<file path="config.mk">
export PLATFORM = sky130hd
export DESIGN_NAME = pcl_loader
export DESIGN_NICKNAME = d
export VERILOG_FILES = /design/src/pcl_pkg.sv /design/src/pcl_loader.sv /design/src/pcl_xfer.sv
export SDC_FILE = /design/constraint.sdc
export NUM_CORES = 1
export LEC_CHECK = 0
export ABC_AREA = 1
export BUFFER_PORTS_ARGS = -buffer_cell sky130_fd_sc_hd__clkbuf_2
export CAP_MARGIN = 30
export CELL_PAD_IN_SITES_DETAIL_PLACEMENT = 1
export CELL_PAD_IN_SITES_GLOBAL_PLACEMENT = 1
export CORE_ASPECT_RATIO = 2
export CORE_MARGIN = 2
export CORE_UTILIZATION = 40
export DETAILED_ROUTE_END_ITERATION = 7
export GPL_TIMING_DRIVEN = 0
export PLACE_DENSITY = 0.78
export SLEW_MARGIN = 30
export SYNTH_ARGS = -nofsm -noshare
export SYNTH_HDL_FRONTEND = slang
export SYNTH_SLANG_ARGS = --single-unit
</file>
<file path="constraint.sdc">
create_clock -name clk -period 2 [get_ports clk]
set_clock_uncertainty 0.05 [all_clocks]
set_input_delay 0.3 -clock clk [delete_from_list [all_inputs] [get_ports clk]]
set_output_delay 0.3 -clock clk [all_outputs]
set_load 0.005 [all_outputs]
</file>
<file path="src/pcl_pkg.sv">
/*
 * Shared constants and state types of the program cartridge loader.
 * Assumes nothing beyond a SystemVerilog compiler; every user writes pcl_pkg::name.
 */
package pcl_pkg;
    // Cycles the synchronised cartridge pins must settle before they are captured
    localparam logic [3:0] SETTLE_CYCLES = 4'h4;
    localparam logic       DIR_DL        = 1'b0;
    localparam logic       DIR_UL        = 1'b1;
    localparam int         SYNC_BITS     = 5;

    typedef enum logic [5:0] {
        ST_SETTLE = 6'h01,
        ST_DECIDE = 6'h02,
        ST_XFER   = 6'h04,
        ST_RUN    = 6'h08,
        ST_CFG    = 6'h10,
        ST_HALT   = 6'h20
    } pcl_state_e;

    typedef enum logic [4:0] {
        X_IDLE  = 5'h01,
        X_ERASE = 5'h02,
        X_READ  = 5'h04,
        X_WRITE = 5'h08,
        X_DONE  = 5'h10
    } pcl_xst_e;
endpackage

</file>
<file path="src/pcl_loader.sv">
/*
 * Power-on program loader: chooses cartridge or internal program, runs the
 * automatic download or one-shot upload, and halts on transfer or program error.
 * Assumes cartridge status pins are asynchronous and may change at any time while powered,
 * internal protection settings and memories are on clk.
 */
`timescale 1ns/1ns
module pcl_loader #(
    parameter int AW    = 12,
    parameter int DW    = 16,
    parameter int PW    = 16,
    parameter int WORDS = 4096
) (
    input  wire logic          clk,
    input  wire logic          nrst,
    input  wire logic          cart_present,
    input  wire logic          cart_has_prog,
    input  wire logic          cart_dl_en,
    input  wire logic          cart_ul_set,
    input  wire logic          cart_unsupported,
    input  wire logic [PW-1:0] cart_password,
    input  wire logic          int_ul_prohibit,
    input  wire logic          int_pw_protect,
    input  wire logic [PW-1:0] int_password,
    input  wire logic          cfg_ul_req,
    input  wire logic          int_erase_ack,
    input  wire logic          cart_erase_ack,
    input  wire logic [DW-1:0] int_rd_data,
    input  wire logic [DW-1:0] cart_rd_data,
    output logic               int_erase_r,
    output logic               cart_erase_r,
    output logic               int_rd_r,
    output logic               cart_rd_r,
    output logic               int_wr_r,
    output logic               cart_wr_r,
    output logic [AW-1:0]      rd_addr_r,
    output logic [AW-1:0]      wr_addr_r,
    output logic [DW-1:0]      wr_data_r,
    output logic               run_r,
    output logic               run_from_cart_r,
    output logic               xfer_err_r,
    output logic               prog_err_r,
    output logic               cart_ul_clr_r,
    output logic               cart_ul_arm_r
);
    localparam int SB = pcl_pkg::SYNC_BITS + PW;

    function automatic logic pw_match(input logic prot, input logic [PW-1:0] a,
                                      input logic [PW-1:0] b);
        pw_match = !prot || (a == b);
    endfunction

    pcl_pkg::pcl_state_e st_r;
    logic [SB-1:0]       sync1_r;
    logic [SB-1:0]       sync2_r;
    logic [3:0]          cnt_r;
    logic                snap_present_r;
    logic                snap_prog_r;
    logic                snap_dl_r;
    logic                snap_ul_r;
    logic                snap_unsup_r;
    logic [PW-1:0]       snap_pw_r;
    logic                xf_start_r;
    logic                xf_dir_r;
    logic                xf_only_r;
    logic                xf_busy;
    logic                xf_done;

    wire [SB-1:0] pins_raw = {cart_present, cart_has_prog, cart_dl_en, cart_ul_set,
                              cart_unsupported, cart_password};
    wire          settled  = (cnt_r == pcl_pkg::SETTLE_CYCLES);
    wire          pw_ok    = pw_match(int_pw_protect, snap_pw_r, int_password);
    wire          cart_prog = snap_present_r && snap_prog_r && !snap_ul_r;
    wire          ul_req   = snap_present_r && snap_ul_r;
    wire          dl_req   = cart_prog && snap_dl_r;
    wire          ul_bad   = ul_req && (int_ul_prohibit || !pw_ok);
    wire          dl_bad   = dl_req && !pw_ok;
    wire          ul_go    = ul_req && !ul_bad;
    wire          dl_go    = dl_req && !dl_bad && !snap_unsup_r;
    wire          unsup    = cart_prog && snap_unsup_r && !dl_bad;

    // Pins may change at any time, so only sync2_r is read by logic
    always_ff @(posedge clk or negedge nrst) begin
        if (!nrst) begin
            sync1_r <= '0;
            sync2_r <= '0;
        end else begin
            sync1_r <= pins_raw;
            sync2_r <= sync1_r;
        end
    end

    always_ff @(posedge clk or negedge nrst) begin
        if (!nrst) begin
            st_r            <= pcl_pkg::ST_SETTLE;
            cnt_r           <= '0;
            snap_present_r  <= 1'b0;
            snap_prog_r     <= 1'b0;
            snap_dl_r       <= 1'b0;
            snap_ul_r       <= 1'b0;
            snap_unsup_r    <= 1'b0;
            snap_pw_r       <= '0;
            xf_start_r      <= 1'b0;
            xf_dir_r        <= 1'b0;
            xf_only_r       <= 1'b0;
            run_r           <= 1'b0;
            run_from_cart_r <= 1'b0;
            xfer_err_r      <= 1'b0;
            prog_err_r      <= 1'b0;
            cart_ul_clr_r   <= 1'b0;
            cart_ul_arm_r   <= 1'b0;
        end else begin
            xf_start_r    <= 1'b0;
            cart_ul_clr_r <= 1'b0;
            cart_ul_arm_r <= 1'b0;
            case (st_r)
                pcl_pkg::ST_SETTLE: begin
                    cnt_r <= cnt_r + 1'b1;
                    if (settled) begin
                        // Captured once; insertion or removal later has no effect
                        {snap_present_r, snap_prog_r, snap_dl_r, snap_ul_r,
                         snap_unsup_r, snap_pw_r} <= sync2_r;
                        st_r <= pcl_pkg::ST_DECIDE;
                    end
                end
                pcl_pkg::ST_DECIDE: begin
                    if (ul_bad || dl_bad) begin
                        xfer_err_r <= 1'b1;
                        st_r       <= pcl_pkg::ST_HALT;
                    end else if (ul_go) begin
                        xf_start_r <= 1'b1;
                        xf_dir_r   <= pcl_pkg::DIR_UL;
                        xf_only_r  <= 1'b0;
                        st_r       <= pcl_pkg::ST_XFER;
                    end else if (unsup) begin
                        // Checked before any download so the internal copy survives
                        prog_err_r <= 1'b1;
                        st_r       <= pcl_pkg::ST_HALT;
                    end else if (dl_go) begin
                        xf_start_r <= 1'b1;
                        xf_dir_r   <= pcl_pkg::DIR_DL;
                        xf_only_r  <= 1'b0;
                        st_r       <= pcl_pkg::ST_XFER;
                    end else begin
                        run_r           <= 1'b1;
                        run_from_cart_r <= cart_prog;
                        st_r            <= pcl_pkg::ST_RUN;
                    end
                end
                pcl_pkg::ST_XFER: if (xf_done) begin
                    cart_ul_clr_r   <= (xf_dir_r == pcl_pkg::DIR_UL);
                    run_r           <= 1'b1;
                    run_from_cart_r <= (xf_dir_r == pcl_pkg::DIR_DL);
                    st_r            <= pcl_pkg::ST_RUN;
                end
                pcl_pkg::ST_RUN: if (cfg_ul_req) begin
                    xf_start_r <= 1'b1;
                    xf_dir_r   <= pcl_pkg::DIR_UL;
                    xf_only_r  <= 1'b1;
                    st_r       <= pcl_pkg::ST_CFG;
                end
                pcl_pkg::ST_CFG: if (xf_done) begin
                    cart_ul_arm_r <= 1'b1;
                    st_r          <= pcl_pkg::ST_RUN;
                end
                pcl_pkg::ST_HALT: run_r <= 1'b0;
                default: st_r <= pcl_pkg::ST_HALT;
            endcase
        end
    end

    pcl_xfer #(
        .AW    (AW),
        .DW    (DW),
        .WORDS (WORDS)
    ) u_xfer (
        .clk            (clk),
        .nrst           (nrst),
        .start          (xf_start_r),
        .dir            (xf_dir_r),
        .erase_only     (xf_only_r),
        .int_erase_ack  (int_erase_ack),
        .cart_erase_ack (cart_erase_ack),
        .int_rd_data    (int_rd_data),
        .cart_rd_data   (cart_rd_data),
        .int_erase_r    (int_erase_r),
        .cart_erase_r   (cart_erase_r),
        .int_rd_r       (int_rd_r),
        .cart_rd_r      (cart_rd_r),
        .int_wr_r       (int_wr_r),
        .cart_wr_r      (cart_wr_r),
        .rd_addr_r      (rd_addr_r),
        .wr_addr_r      (wr_addr_r),
        .wr_data_r      (wr_data_r),
        .busy_r         (xf_busy),
        .done_r         (xf_done)
    );

    // Helper: internal store erased since the current transfer began
    logic int_erased_r;
    always_ff @(posedge clk or negedge nrst) begin
        if (!nrst) begin
            int_erased_r <= 1'b0;
        end else if (xf_start_r) begin
            int_erased_r <= 1'b0;
        end else if (int_erase_r && int_erase_ack) begin
            int_erased_r <= 1'b1;
        end
    end
endmodule

</file>
<file path="src/pcl_xfer.sv">
/*
 * Word copy engine: erases the destination store, then, unless erase_only is set, copies WORDS words.
 * Assumes both stores sit on clk, answer a read one cycle after rd, and
 * hold erase_ack high for at least one cycle once an erase has finished.
 */
`timescale 1ns/1ns
module pcl_xfer #(
    parameter int AW    = 12,
    parameter int DW    = 16,
    parameter int WORDS = 4096
) (
    input  wire logic          clk,
    input  wire logic          nrst,
    input  wire logic          start,
    input  wire logic          dir,
    input  wire logic          erase_only,
    input  wire logic          int_erase_ack,
    input  wire logic          cart_erase_ack,
    input  wire logic [DW-1:0] int_rd_data,
    input  wire logic [DW-1:0] cart_rd_data,
    output logic               int_erase_r,
    output logic               cart_erase_r,
    output logic               int_rd_r,
    output logic               cart_rd_r,
    output logic               int_wr_r,
    output logic               cart_wr_r,
    output logic [AW-1:0]      rd_addr_r,
    output logic [AW-1:0]      wr_addr_r,
    output logic [DW-1:0]      wr_data_r,
    output logic               busy_r,
    output logic               done_r
);
    localparam logic [AW-1:0] LAST_ADDR = AW'(WORDS - 1);

    pcl_pkg::pcl_xst_e st_r;
    logic              dir_r;
    logic              only_r;

    wire               is_ul    = (dir_r == pcl_pkg::DIR_UL);
    wire               er_ack   = is_ul ? cart_erase_ack : int_erase_ack;
    wire  [DW-1:0]     src_data = is_ul ? int_rd_data : cart_rd_data;
    wire               last     = (rd_addr_r == LAST_ADDR);

    always_ff @(posedge clk or negedge nrst) begin
        if (!nrst) begin
            st_r         <= pcl_pkg::X_IDLE;
            dir_r        <= 1'b0;
            only_r       <= 1'b0;
            int_erase_r  <= 1'b0;
            cart_erase_r <= 1'b0;
            int_rd_r     <= 1'b0;
            cart_rd_r    <= 1'b0;
            int_wr_r     <= 1'b0;
            cart_wr_r    <= 1'b0;
            rd_addr_r    <= '0;
            wr_addr_r    <= '0;
            wr_data_r    <= '0;
            busy_r       <= 1'b0;
            done_r       <= 1'b0;
        end else begin
            done_r    <= 1'b0;
            int_rd_r  <= 1'b0;
            cart_rd_r <= 1'b0;
            int_wr_r  <= 1'b0;
            cart_wr_r <= 1'b0;
            case (st_r)
                pcl_pkg::X_IDLE: if (start) begin
                    dir_r        <= dir;
                    only_r       <= erase_only;
                    int_erase_r  <= (dir == pcl_pkg::DIR_DL);
                    cart_erase_r <= (dir == pcl_pkg::DIR_UL);
                    busy_r       <= 1'b1;
                    st_r         <= pcl_pkg::X_ERASE;
                end
                pcl_pkg::X_ERASE: if (er_ack) begin
                    int_erase_r  <= 1'b0;
                    cart_erase_r <= 1'b0;
                    if (only_r) begin
                        done_r <= 1'b1;
                        busy_r <= 1'b0;
                        st_r   <= pcl_pkg::X_IDLE;
                    end else begin
                        rd_addr_r <= '0;
                        int_rd_r  <= is_ul;
                        cart_rd_r <= !is_ul;
                        st_r      <= pcl_pkg::X_READ;
                    end
                end
                pcl_pkg::X_READ: st_r <= pcl_pkg::X_WRITE;
                pcl_pkg::X_WRITE: begin
                    wr_data_r <= src_data;
                    wr_addr_r <= rd_addr_r;
                    int_wr_r  <= !is_ul;
                    cart_wr_r <= is_ul;
                    if (last) begin
                        st_r <= pcl_pkg::X_DONE;
                    end else begin
                        // Next read overlaps this write to keep two cycles per word
                        rd_addr_r <= rd_addr_r + 1'b1;
                        int_rd_r  <= is_ul;
                        cart_rd_r <= !is_ul;
                        st_r      <= pcl_pkg::X_READ;
                    end
                end
                pcl_pkg::X_DONE: begin
                    done_r <= 1'b1;
                    busy_r <= 1'b0;
                    st_r   <= pcl_pkg::X_IDLE;
                end
                default: st_r <= pcl_pkg::X_IDLE;
            endcase
        end
    end
endmodule

</file>
Word-level counts from Yosys, hierarchy flattened

Index checks and enable logic that the tools add are counted.

Bitwise gates (word level): 4
Reduce and logical (&&, ||, !) cells: 38
Mux-type cells: 68
Add/subtract/negate cells: 2
Equal/unequal tests: 28

Operators by type and width:

| cell                                                | number |
|---|---|
| two-way mux 1 bit                                   | 40 |
| two-way mux 12 bit                                  | 3 |
| two-way mux 6 bit                                   | 6 |
| case mux 6 bit (5 select lines)                     | 1 |
| case mux 12 bit (2 select lines)                    | 1 |
| case mux 5 bit (4 select lines)                     | 1 |
| != test 2 bit, second input constant                | 9 |
| case mux 1 bit (2 select lines)                     | 9 |
| equality test 16 bit                                | 1 |
| two-way mux 16 bit                                  | 1 |
| two-way mux 5 bit                                   | 3 |
| adder 12 x 1 -> 12 bit, second input constant       | 1 |
| equality test 12 bit, second input constant         | 1 |
| AND reduction 4 bit                                 | 3 |
| AND reduction 6 bit                                 | 2 |
| logical AND 1 bit                                   | 11 |
| AND reduction 2 bit                                 | 4 |
| nonzero test 2 bit                                  | 4 |
| logical NOT 1 bit                                   | 7 |
| equality test 6 x 1 -> 1 bit, second input constant | 1 |
| equality test 6 x 2 -> 1 bit, second input constant | 1 |
| equality test 6 x 3 -> 1 bit, second input constant | 1 |
| equality test 6 x 4 -> 1 bit, second input constant | 1 |
| equality test 6 x 5 -> 1 bit, second input constant | 1 |
| 19 further kinds                                    | 27 |

Bits of input ports: 76
Register bits: 136
Word-level logic and storage cells: 172

Longest topological paths before layout

Gate-level depths: netlist of the first run.

Word-level depth: 12
Depth in mapped cells: 14

Cells and area by module

A second synthesis of the first run with hierarchy kept.

Cell total of the unflattened synthesis: 647
Area total of the unflattened synthesis: 5701.7 um^2

By module, submodules not included:

| module     | times used | cells each | seq. area each (um^2) | area an instance (um^2) |
|---|---|---|---|---|
| pcl_loader | 1          | 336        | 2053.2                | 3174.3 |
| pcl_xfer   | 1          | 311        | 1377.6                | 2527.4 |

Least setup slack after synthesis of the first run

Ideal clock, no wire load.

Kind: register to register
From: reg u_xfer.rd_addr_r[0]
To: reg u_xfer.rd_addr_r[6]
Period minus slack after synthesis: 1755 ps
Setup slack: 245 ps
Data arrival time: 1618 ps
Data required time: 1863 ps
Path buffers: 0
Cell stages (with the launch flop): 12
Path through: dfrtp_1 ha_1 nand2_1 nor3_1 nand2_4 nand2_2 nand2_2 nand2_4 inv_6 nand2_8 inv_6 a211oi_2

Word-level cells in the longest chain between the ends: 3
Elaborated cells on any way between the ends: 6
Classes of those cells: add/sub (1); eq/ne (2); mux (2); reduce/logical (1)

RTL lines:

| what                                                                           | RTL line                       | RTL |
|---|---|---|
| start, declared                                                                | pcl_xfer.sv:27                 | `output logic [AW-1:0] rd_addr_r,` |
| start signal, assigned                                                         | pcl_xfer.sv:99                 | `rd_addr_r <= rd_addr_r + 1'b1;` |
| adder 12 x 1 -> 12 bit / equality test 12 bit (equally long branches)          | pcl_xfer.sv:99, pcl_xfer.sv:42 |  |
| two-way mux 12 bit / != test 2 bit (equally long branches)                     | --                             |  |
| case mux 12 bit (2 select lines) / AND reduction 4 bit (equally long branches) | --                             |  |

Several ways; a longest one is shown, not always the timed one. The select of a mux whose other input is x is not followed.
A chain may end at the register's enable or synchronous reset.

Worst setup path after layout of the first run

From: reg u_xfer.rd_addr_r[4]
To: reg u_xfer.rd_addr_r[6]

The elaborated chain is that of the path after synthesis.

==> impl_metrics.py, run 1 <==
metrics = {
    "floorplan": {
        "die_w_um": 87.16,
        "dieArea_um2": 14850,
        "io_pins": 128,
        "coreArea_um2": 13510,
        "die_h_um": 170.3,
        "initial_utilization": 0.4094,
        "fp-row-count": 60,
    },
    "detailed_routing": {
        "drt-total-wl_um": 16200,
        "vias_per_cell": 4.993,
        "first_iter_violations": 159,
        "vias": 4723,
        "drc_errors": 0,
        "postRouteAntennaNets": 0,
        "wl_per_cell_um": 17.12,
        "first_pass_iters": 4,
    },
    "logic_synthesis": {
        "synth-edff-count": 0,
        "syn_inst": 596,
        "synth-seq-cells": 136,
        "synth_area_leaders": "dfrtp_1 61%, nand2_1 13%, inv_1 5.0%",
        "synthArstFlopShare": 1.000,
        "synth_cell_types": 37,
        "yosysTopAreaCell": "dfrtp_1",
        "synth_area_um2": 5533,
        "yosysWarnings": 0,
        "synth_top_area_share": 0.6061,
        "ys.flop_type": "dfrtp_1",
        "synth_area_per_cell_um2": 9.283,
        "syn_nets": 675,
        "ys_seq_area_frac": 0.6156,
    },
    "worst_setup_path": {
        "r2r_cells": 11,
        "startpoint_type": "flip-flop",
        "crit_fanout": 7,
        "critPathLaunch": "u_xfer.rd_addr_r[4]",
        "timing.rr.start": "u_xfer.rd_addr_r[4]",
        "arrival_ps": 2230,
        "worstSetupPathType": "flip-flop to flip-flop",
        "crit_required_ps": 2290,
        "cp-end-kind": "flip-flop",
    },
    "global_routing": {
        "grt_use_total": 0.2288,
        "antenna_found_initial": 0,
        "grt_pass1_wl_um": 25870,
        "overflow": 0,
        "grt_max_degree": 56,
        "grt_pass1_vias": 5417,
    },
    "place": {
        "gp_congestion": 0.8482,
        "portBuffers": 127,
        "dp_hpwl_um": 11380,
    },
    "clock_network": {
        "numCtsBuffers": 17,
        "clk_pin_slew_ps": 60,
        "cts.sinks": 136,
        "clk_latency_ps": 420,
        "cts_buffer_depth": 2,
        "cts_tree": "built",
        "cts_root_buf": "clkbuf_16",
        "h-tree-depth": 4,
    },
    "timing": {
        "worst_slew_pin_slew_ps": 595.2,
        "holdWs_ps": 44.76,
        "fmax_ghz": 0.5155,
        "slew-limit-headroom": 0.5995,
        "slew_violations": 0,
        "fin_crit_ps": 1940,
        "timing.final.crit_share": 0.9700,
        "setup_viol": 0,
        "rsz0062_at_grt": "yes",
        "final-hold-violation-count": 0,
    },
    "pwr": {
        "vdd_drop_max_uv": 630.1,
        "powerDensity_nw_per_um2": 909.1,
        "pwr-share-comb": 0.056,
        "p_switching_uw": 1461,
        "p_seq_frac": 0.425,
        "p_leak_uw": 0.003919,
        "p_clk_frac": 0.519,
        "internal_power_uw": 5371,
        "swShare": 0.2139,
        "finalPower_uw": 6833,
    },
    "status": {
        "outcome": "complete, no violations",
    },
    "final_layout": {
        "nets": 858,
        "final_util": 0.5562,
        "syn2layout_area_growth_pct": 35.84,
        "fillers": 1595,
        "n_antenna_cell": 0,
        "drive_above_1_share": 0.2933,
    },
    "run": {
        "cap_violations": 0,
    },
    "min_path": {
        "min-delay-start": "cart_rd_data[5]",
        "min_path_type": "input port to flip-flop",
        "hold_depth": 3,
    },
}
path summary, 6_finish.rpt:
path	end	slack, ps
worst max register to register	u_xfer.rd_addr_r[6]	60
worst max-delay path	u_xfer.rd_addr_r[6]	60
max in group asynchronous	u_xfer.st_r[0]	630
worst min register to register	sync2_r[18]	300
worst min-delay path	u_xfer.wr_data_r[5]	40
min in group asynchronous	sync1_r[10]	320
cells in the mapped netlist, types with 2 or more instances:
master	instances
nor4_1	4
buf_6	2
nand4_1	4
a211oi_2	2
buf_2	3
nand2_1	193
inv_6	2
nand2_4	3
nor2_4	3
ha_1	3
o21ai_1	4
a21oi_1	10
nor2_1	46
o21ai_0	38
nor2_2	5
o21bai_1	3
dfstp_2	2
xor2_1	3
inv_2	4
nand3_1	31
inv_1	73
xnor2_1	2
dfrtp_1	134
clkbuf_1	4
nor3_1	4
nand2_2	3
sequential cells by signal, indices dropped and copies added (netlist names), 4 cells and up:
signal and count:
u_xfer.st_r 5, sync1_r 21, snap_pw_r 16, st_r 6, u_xfer.rd_addr_r 12, sync2_r 21, u_xfer.wr_addr_r 12, cnt_r 4
u_xfer.wr_data_r 16
metrics by stage:
| stage | instances | setup WS, ps | instance area, µm² | setup TNS, ps |
|---|---|---|---|---|
| floorplan | 596 | 245.4 | 5533 | 0 |
| global placement | 878 | -1581 | 6362 | -211290 |
| detailed placement | 880 | -83.32 | 6419 | -905.5 |
| CTS | 938 | 7.619 | 7370 | 0 |
| global route | 946 | -90.92 | 7516 | -498.1 |
| finish | 946 | 60.06 | 7516 | 0 |
power groups by stage:
stage                     Clock [µW]  Combinational, µW  Sequential (µW)
after floorplan                    0                107             2940
after global placement             0                306             2940
after detailed placement           0                336             2940
after CTS                       3620                377             2900
after global routing            3720                430             2910
final                           3550                385             2900
final cells by class:
type / instances / area, µm² / share of cell area
flip-flops and latches: 136 / 3408 / 0.4535
clock inverters: 10 / 190.2 / 0.02530
repair buffers: 165 / 1017 / 0.1353
plain buffers: 8 / 50.05 / 0.006659
inverters: 80 / 311.5 / 0.04145
clock buffers: 21 / 480.5 / 0.06393
well taps: 155 / 193.9 / 0.02580
multi-input cells: 371 / 1864 / 0.2480
layer usage:
layer,vias up,part of all wire,GRT usage
met4,0,0.028,0.1003
met2,132,0.60,0.4537
li1,2219,-,-
met3,32,0.036,0.05044
met1,2340,0.34,0.2115
met5,-,0,0
timing repair:
item | in CTS | in global routing
hold buffers | 22 | 0
pin swaps | 3 | 4
setup buffers | 5 | 9
endpoints found under the hold margin | 62 | 0
setup endpoints to repair | 25 | 21
resized for setup | 5 | 24
kinds of logic (layout without fill, tap and decap cells):
group / after synthesis / in the layout / share of synthesized area
flops: 136 / 136 / 0.6156
compound gates: 60 / 60 / 0.05970
buf+inv: 89 / 284 / 0.06580
xor+xnor: 5 / 5 / 0.007916
simple gates: 303 / 303 / 0.2442
fa+ha+maj: 3 / 3 / 0.006785
critical path, cell delays in order (launching register included):
cell      delay, ps
dfrtp_1         440
nand2_4          80
nor2_4          100
inv_2            60
nor3_4          330
nand2_4         110
nand2_2          70
nand2_2          60
nand2_4         140
nor2_4           80
buf_4           140
a211oi_2        200
cell usage in the layout, fill, tap and decap left out, types with 3 or more instances in the layout:
cell type / n
nand2_2: 7
nor2_4: 5
inv_6: 3
nor3_1: 3
xor2_1: 3
buf_4: 14
nand3_2: 3
nand3_1: 29
clkbuf_2: 127
dfrtp_1: 132
clkbuf_8: 5
o21ai_0: 37
nand2_1: 187
dlygate4sd3_1: 22
a21oi_1: 9
clkinv_4: 3
nor3_4: 3
nor2_2: 6
o21ai_1: 4
inv_1: 72
buf_2: 3
nand2_4: 5
o21bai_1: 3
clkbuf_16: 17
inv_2: 5
bufinv_16: 5
nand4_1: 4
nor2_1: 43
No activity file was read; power rests on OpenSTA's default activity.
==> run 2: changes to the inputs <==
--- a/config.mk
+++ b/config.mk
@@ -13,6 +13,7 @@
 export CORE_ASPECT_RATIO = 2
 export CORE_MARGIN = 2
 export CORE_UTILIZATION = 40
+export CTS_BUF_LIST = sky130_fd_sc_hd__clkbuf_16
 export DETAILED_ROUTE_END_ITERATION = 7
 export GPL_TIMING_DRIVEN = 0
 export PLACE_DENSITY = 0.78
==> impl_metrics.py, run 2 (synthesis results as in run 1) <==
metrics = {
    "status": {
        "outcome": "complete, no violations",
    },
    "worst_setup_path": {
        "cp-end-kind": "flip-flop",
        "critPathLaunch": "u_xfer.rd_addr_r[4]",
        "worstSetupPathType": "flip-flop to flip-flop",
        "crit_fanout": 7,
        "slowest_delay_ps": 420,
        "arrival_ps": 2210,
        "r2r_cells": 11,
        "cp_slowest_cell": "dfrtp_1",
        "crit_chain": "nand2_2, nor2_4, inv_2, nor3_4, nand2_4, nand2_2, nand2_2, nand2_4, nor2_4, buf_4, a211oi_2",
        "r2r_slack_ps": 80,
        "crit_top_cell": "nand2_2",
        "startpoint_type": "flip-flop",
        "critical_path.reg2reg.endpoint": "u_xfer.rd_addr_r[6]",
        "timing.rr.start": "u_xfer.rd_addr_r[4]",
        "crit_required_ps": 2280,
    },
    "place": {
        "gp_congestion": 0.8482,
        "dp_hpwl_um": 11380,
        "post-place-cells": 880,
        "portBuffers": 127,
    },
    "global_routing": {
        "grt_pass1_vias": 5376,
        "grt_use_total": 0.2291,
        "grt_pass1_wl_um": 25880,
        "overflow": 0,
        "grt_max_degree": 56,
        "antenna_found_initial": 0,
    },
    "timing": {
        "setup_viol": 0,
        "fin_crit_ps": 1923,
        "holdWs_ps": 42.41,
        "final-hold-violation-count": 0,
        "rsz0062_at_grt": "yes",
        "slew_violations": 0,
        "timing.final.crit_share": 0.9617,
        "worst_slew_pin_slew_ps": 547.5,
        "slew-limit-headroom": 0.6350,
        "fmax_ghz": 0.5199,
    },
    "floorplan": {
        "fp-row-count": 60,
        "coreArea_um2": 13510,
        "io_pins": 128,
        "die_w_um": 87.16,
        "dieArea_um2": 14850,
        "initial_utilization": 0.4094,
        "die_h_um": 170.3,
    },
    "final_layout": {
        "multi_input_area_um2": 1843,
        "seqCellArea_um2": 3408,
        "drive_above_1_share": 0.2808,
        "top_regs": "sync1_r: 21 flops, sync2_r: 21 flops",
        "fillers": 1600,
        "nets": 854,
        "syn2layout_area_growth_pct": 34.19,
        "fin_cells": 942,
        "final_cell_mix": "187 x nand2_1, 132 x dfrtp_1, 127 x clkbuf_2, 71 x inv_1, 44 x nor2_1",
        "layout_commonest_cell": "nand2_1",
        "n_antenna_cell": 0,
    },
    "clock_network": {
        "numCtsBuffers": 17,
        "clk_latency_ps": 420,
        "clk_pin_slew_ps": 60,
        "cts_buffer_depth": 2,
        "cts_root_buf": "clkbuf_16",
        "h-tree-depth": 4,
        "cts_tree": "built",
        "cts.sinks": 136,
    },
    "min_path": {
        "min_to": "u_xfer.wr_data_r[14]",
        "min_path_type": "input port to flip-flop",
        "hold_depth": 3,
        "min-delay-start": "cart_rd_data[14]",
    },
    "detailed_routing": {
        "postRouteAntennaNets": 0,
        "vias_per_cell": 4.997,
        "first_pass_iters": 4,
        "first_iter_violations": 175,
        "drc_errors": 0,
        "drt-total-wl_um": 15990,
        "vias": 4707,
        "wl_per_cell_um": 16.98,
    },
    "pwr": {
        "vdd_drop_max_uv": 634.8,
        "p_leak_uw": 0.003870,
        "powerDensity_nw_per_um2": 896.6,
    },
    "run": {
        "cap_violations": 0,
    },
}
-- run 2: timing repair --
action,in CTS,in global routing
endpoints found under the setup margin,24,26
hold endpoints to repair,62,0
buffers inserted,5,5
hold buffers,22,0
resized for setup,5,20
pin swaps,3,6
-- run 2: worst max-delay path, delay by kind of cell (launching register included) --
| kind | cells | cell delay (ps) |
|---|---|---|
| AO/OA/AOI/OAI | 1 | 200 |
| buffers and inverters | 2 | 190 |
| flip-flops | 1 | 420 |
| AND/OR/NAND/NOR | 8 | 980 |
-- run 2: final cells by class --
cell class | instances | share of cell area
inverters | 80 | 0.04196
clock inverters | 14 | 0.02764
multi-input cells | 371 | 0.2482
plain buffers | 8 | 0.006741
clock buffers | 17 | 0.05730
repair buffers | 161 | 0.1330
well taps | 155 | 0.02612
flip-flops and latches | 136 | 0.4590
-- run 2: per-layer routing --
layer  global-route usage  up-vias  share of wire
met2               0.4537      130           0.60
met5                    0        -              0
met4               0.1003        0          0.028
li1                     -     2213              -
met3              0.04850       34          0.035
met1               0.2137     2330           0.34
-- run 2: how the worst max path moves through the flow --
stage                                 to  slack, ps  cells after the start
floorplan            u_xfer.rd_addr_r[6]        250                     11
global placement    u_xfer.wr_data_r[14]      -1580                      1
detailed placement          snap_pw_r[8]        -80                      7
CTS                 u_xfer.rd_addr_r[10]          8                      9
global route         u_xfer.rd_addr_r[6]        -60                     11
finish               u_xfer.rd_addr_r[6]         80                     11
-- run 2: power by group --
| part | switching [µW] | internal, µW | total (µW) |
|---|---|---|---|
| Clock | 1190 | 2190 | 3380 |
| Sequential | 52.5 | 2850 | 2900 |
| Combinational | 207 | 172 | 379 |
| Total | 1440 | 5210 | 6660 |
-- run 2: metrics by stage --
stage	setup TNS [ps]	total power (µW)	instance area, µm²	setup slack [ps]	utilization
6_report	0	6657	7425	76.64	0.5494
5_1_grt	-292.3	6893	7425	-56.18	0.5494
4_1_cts	0	6736	7330	7.577	0.5424
3_5_place_dp	-905.5	3281	6419	-83.32	0.4750
3_3_place_gp	-211290	3246	6362	-1581	0.4708
2_1_floorplan	0	3044	5533	245.4	-
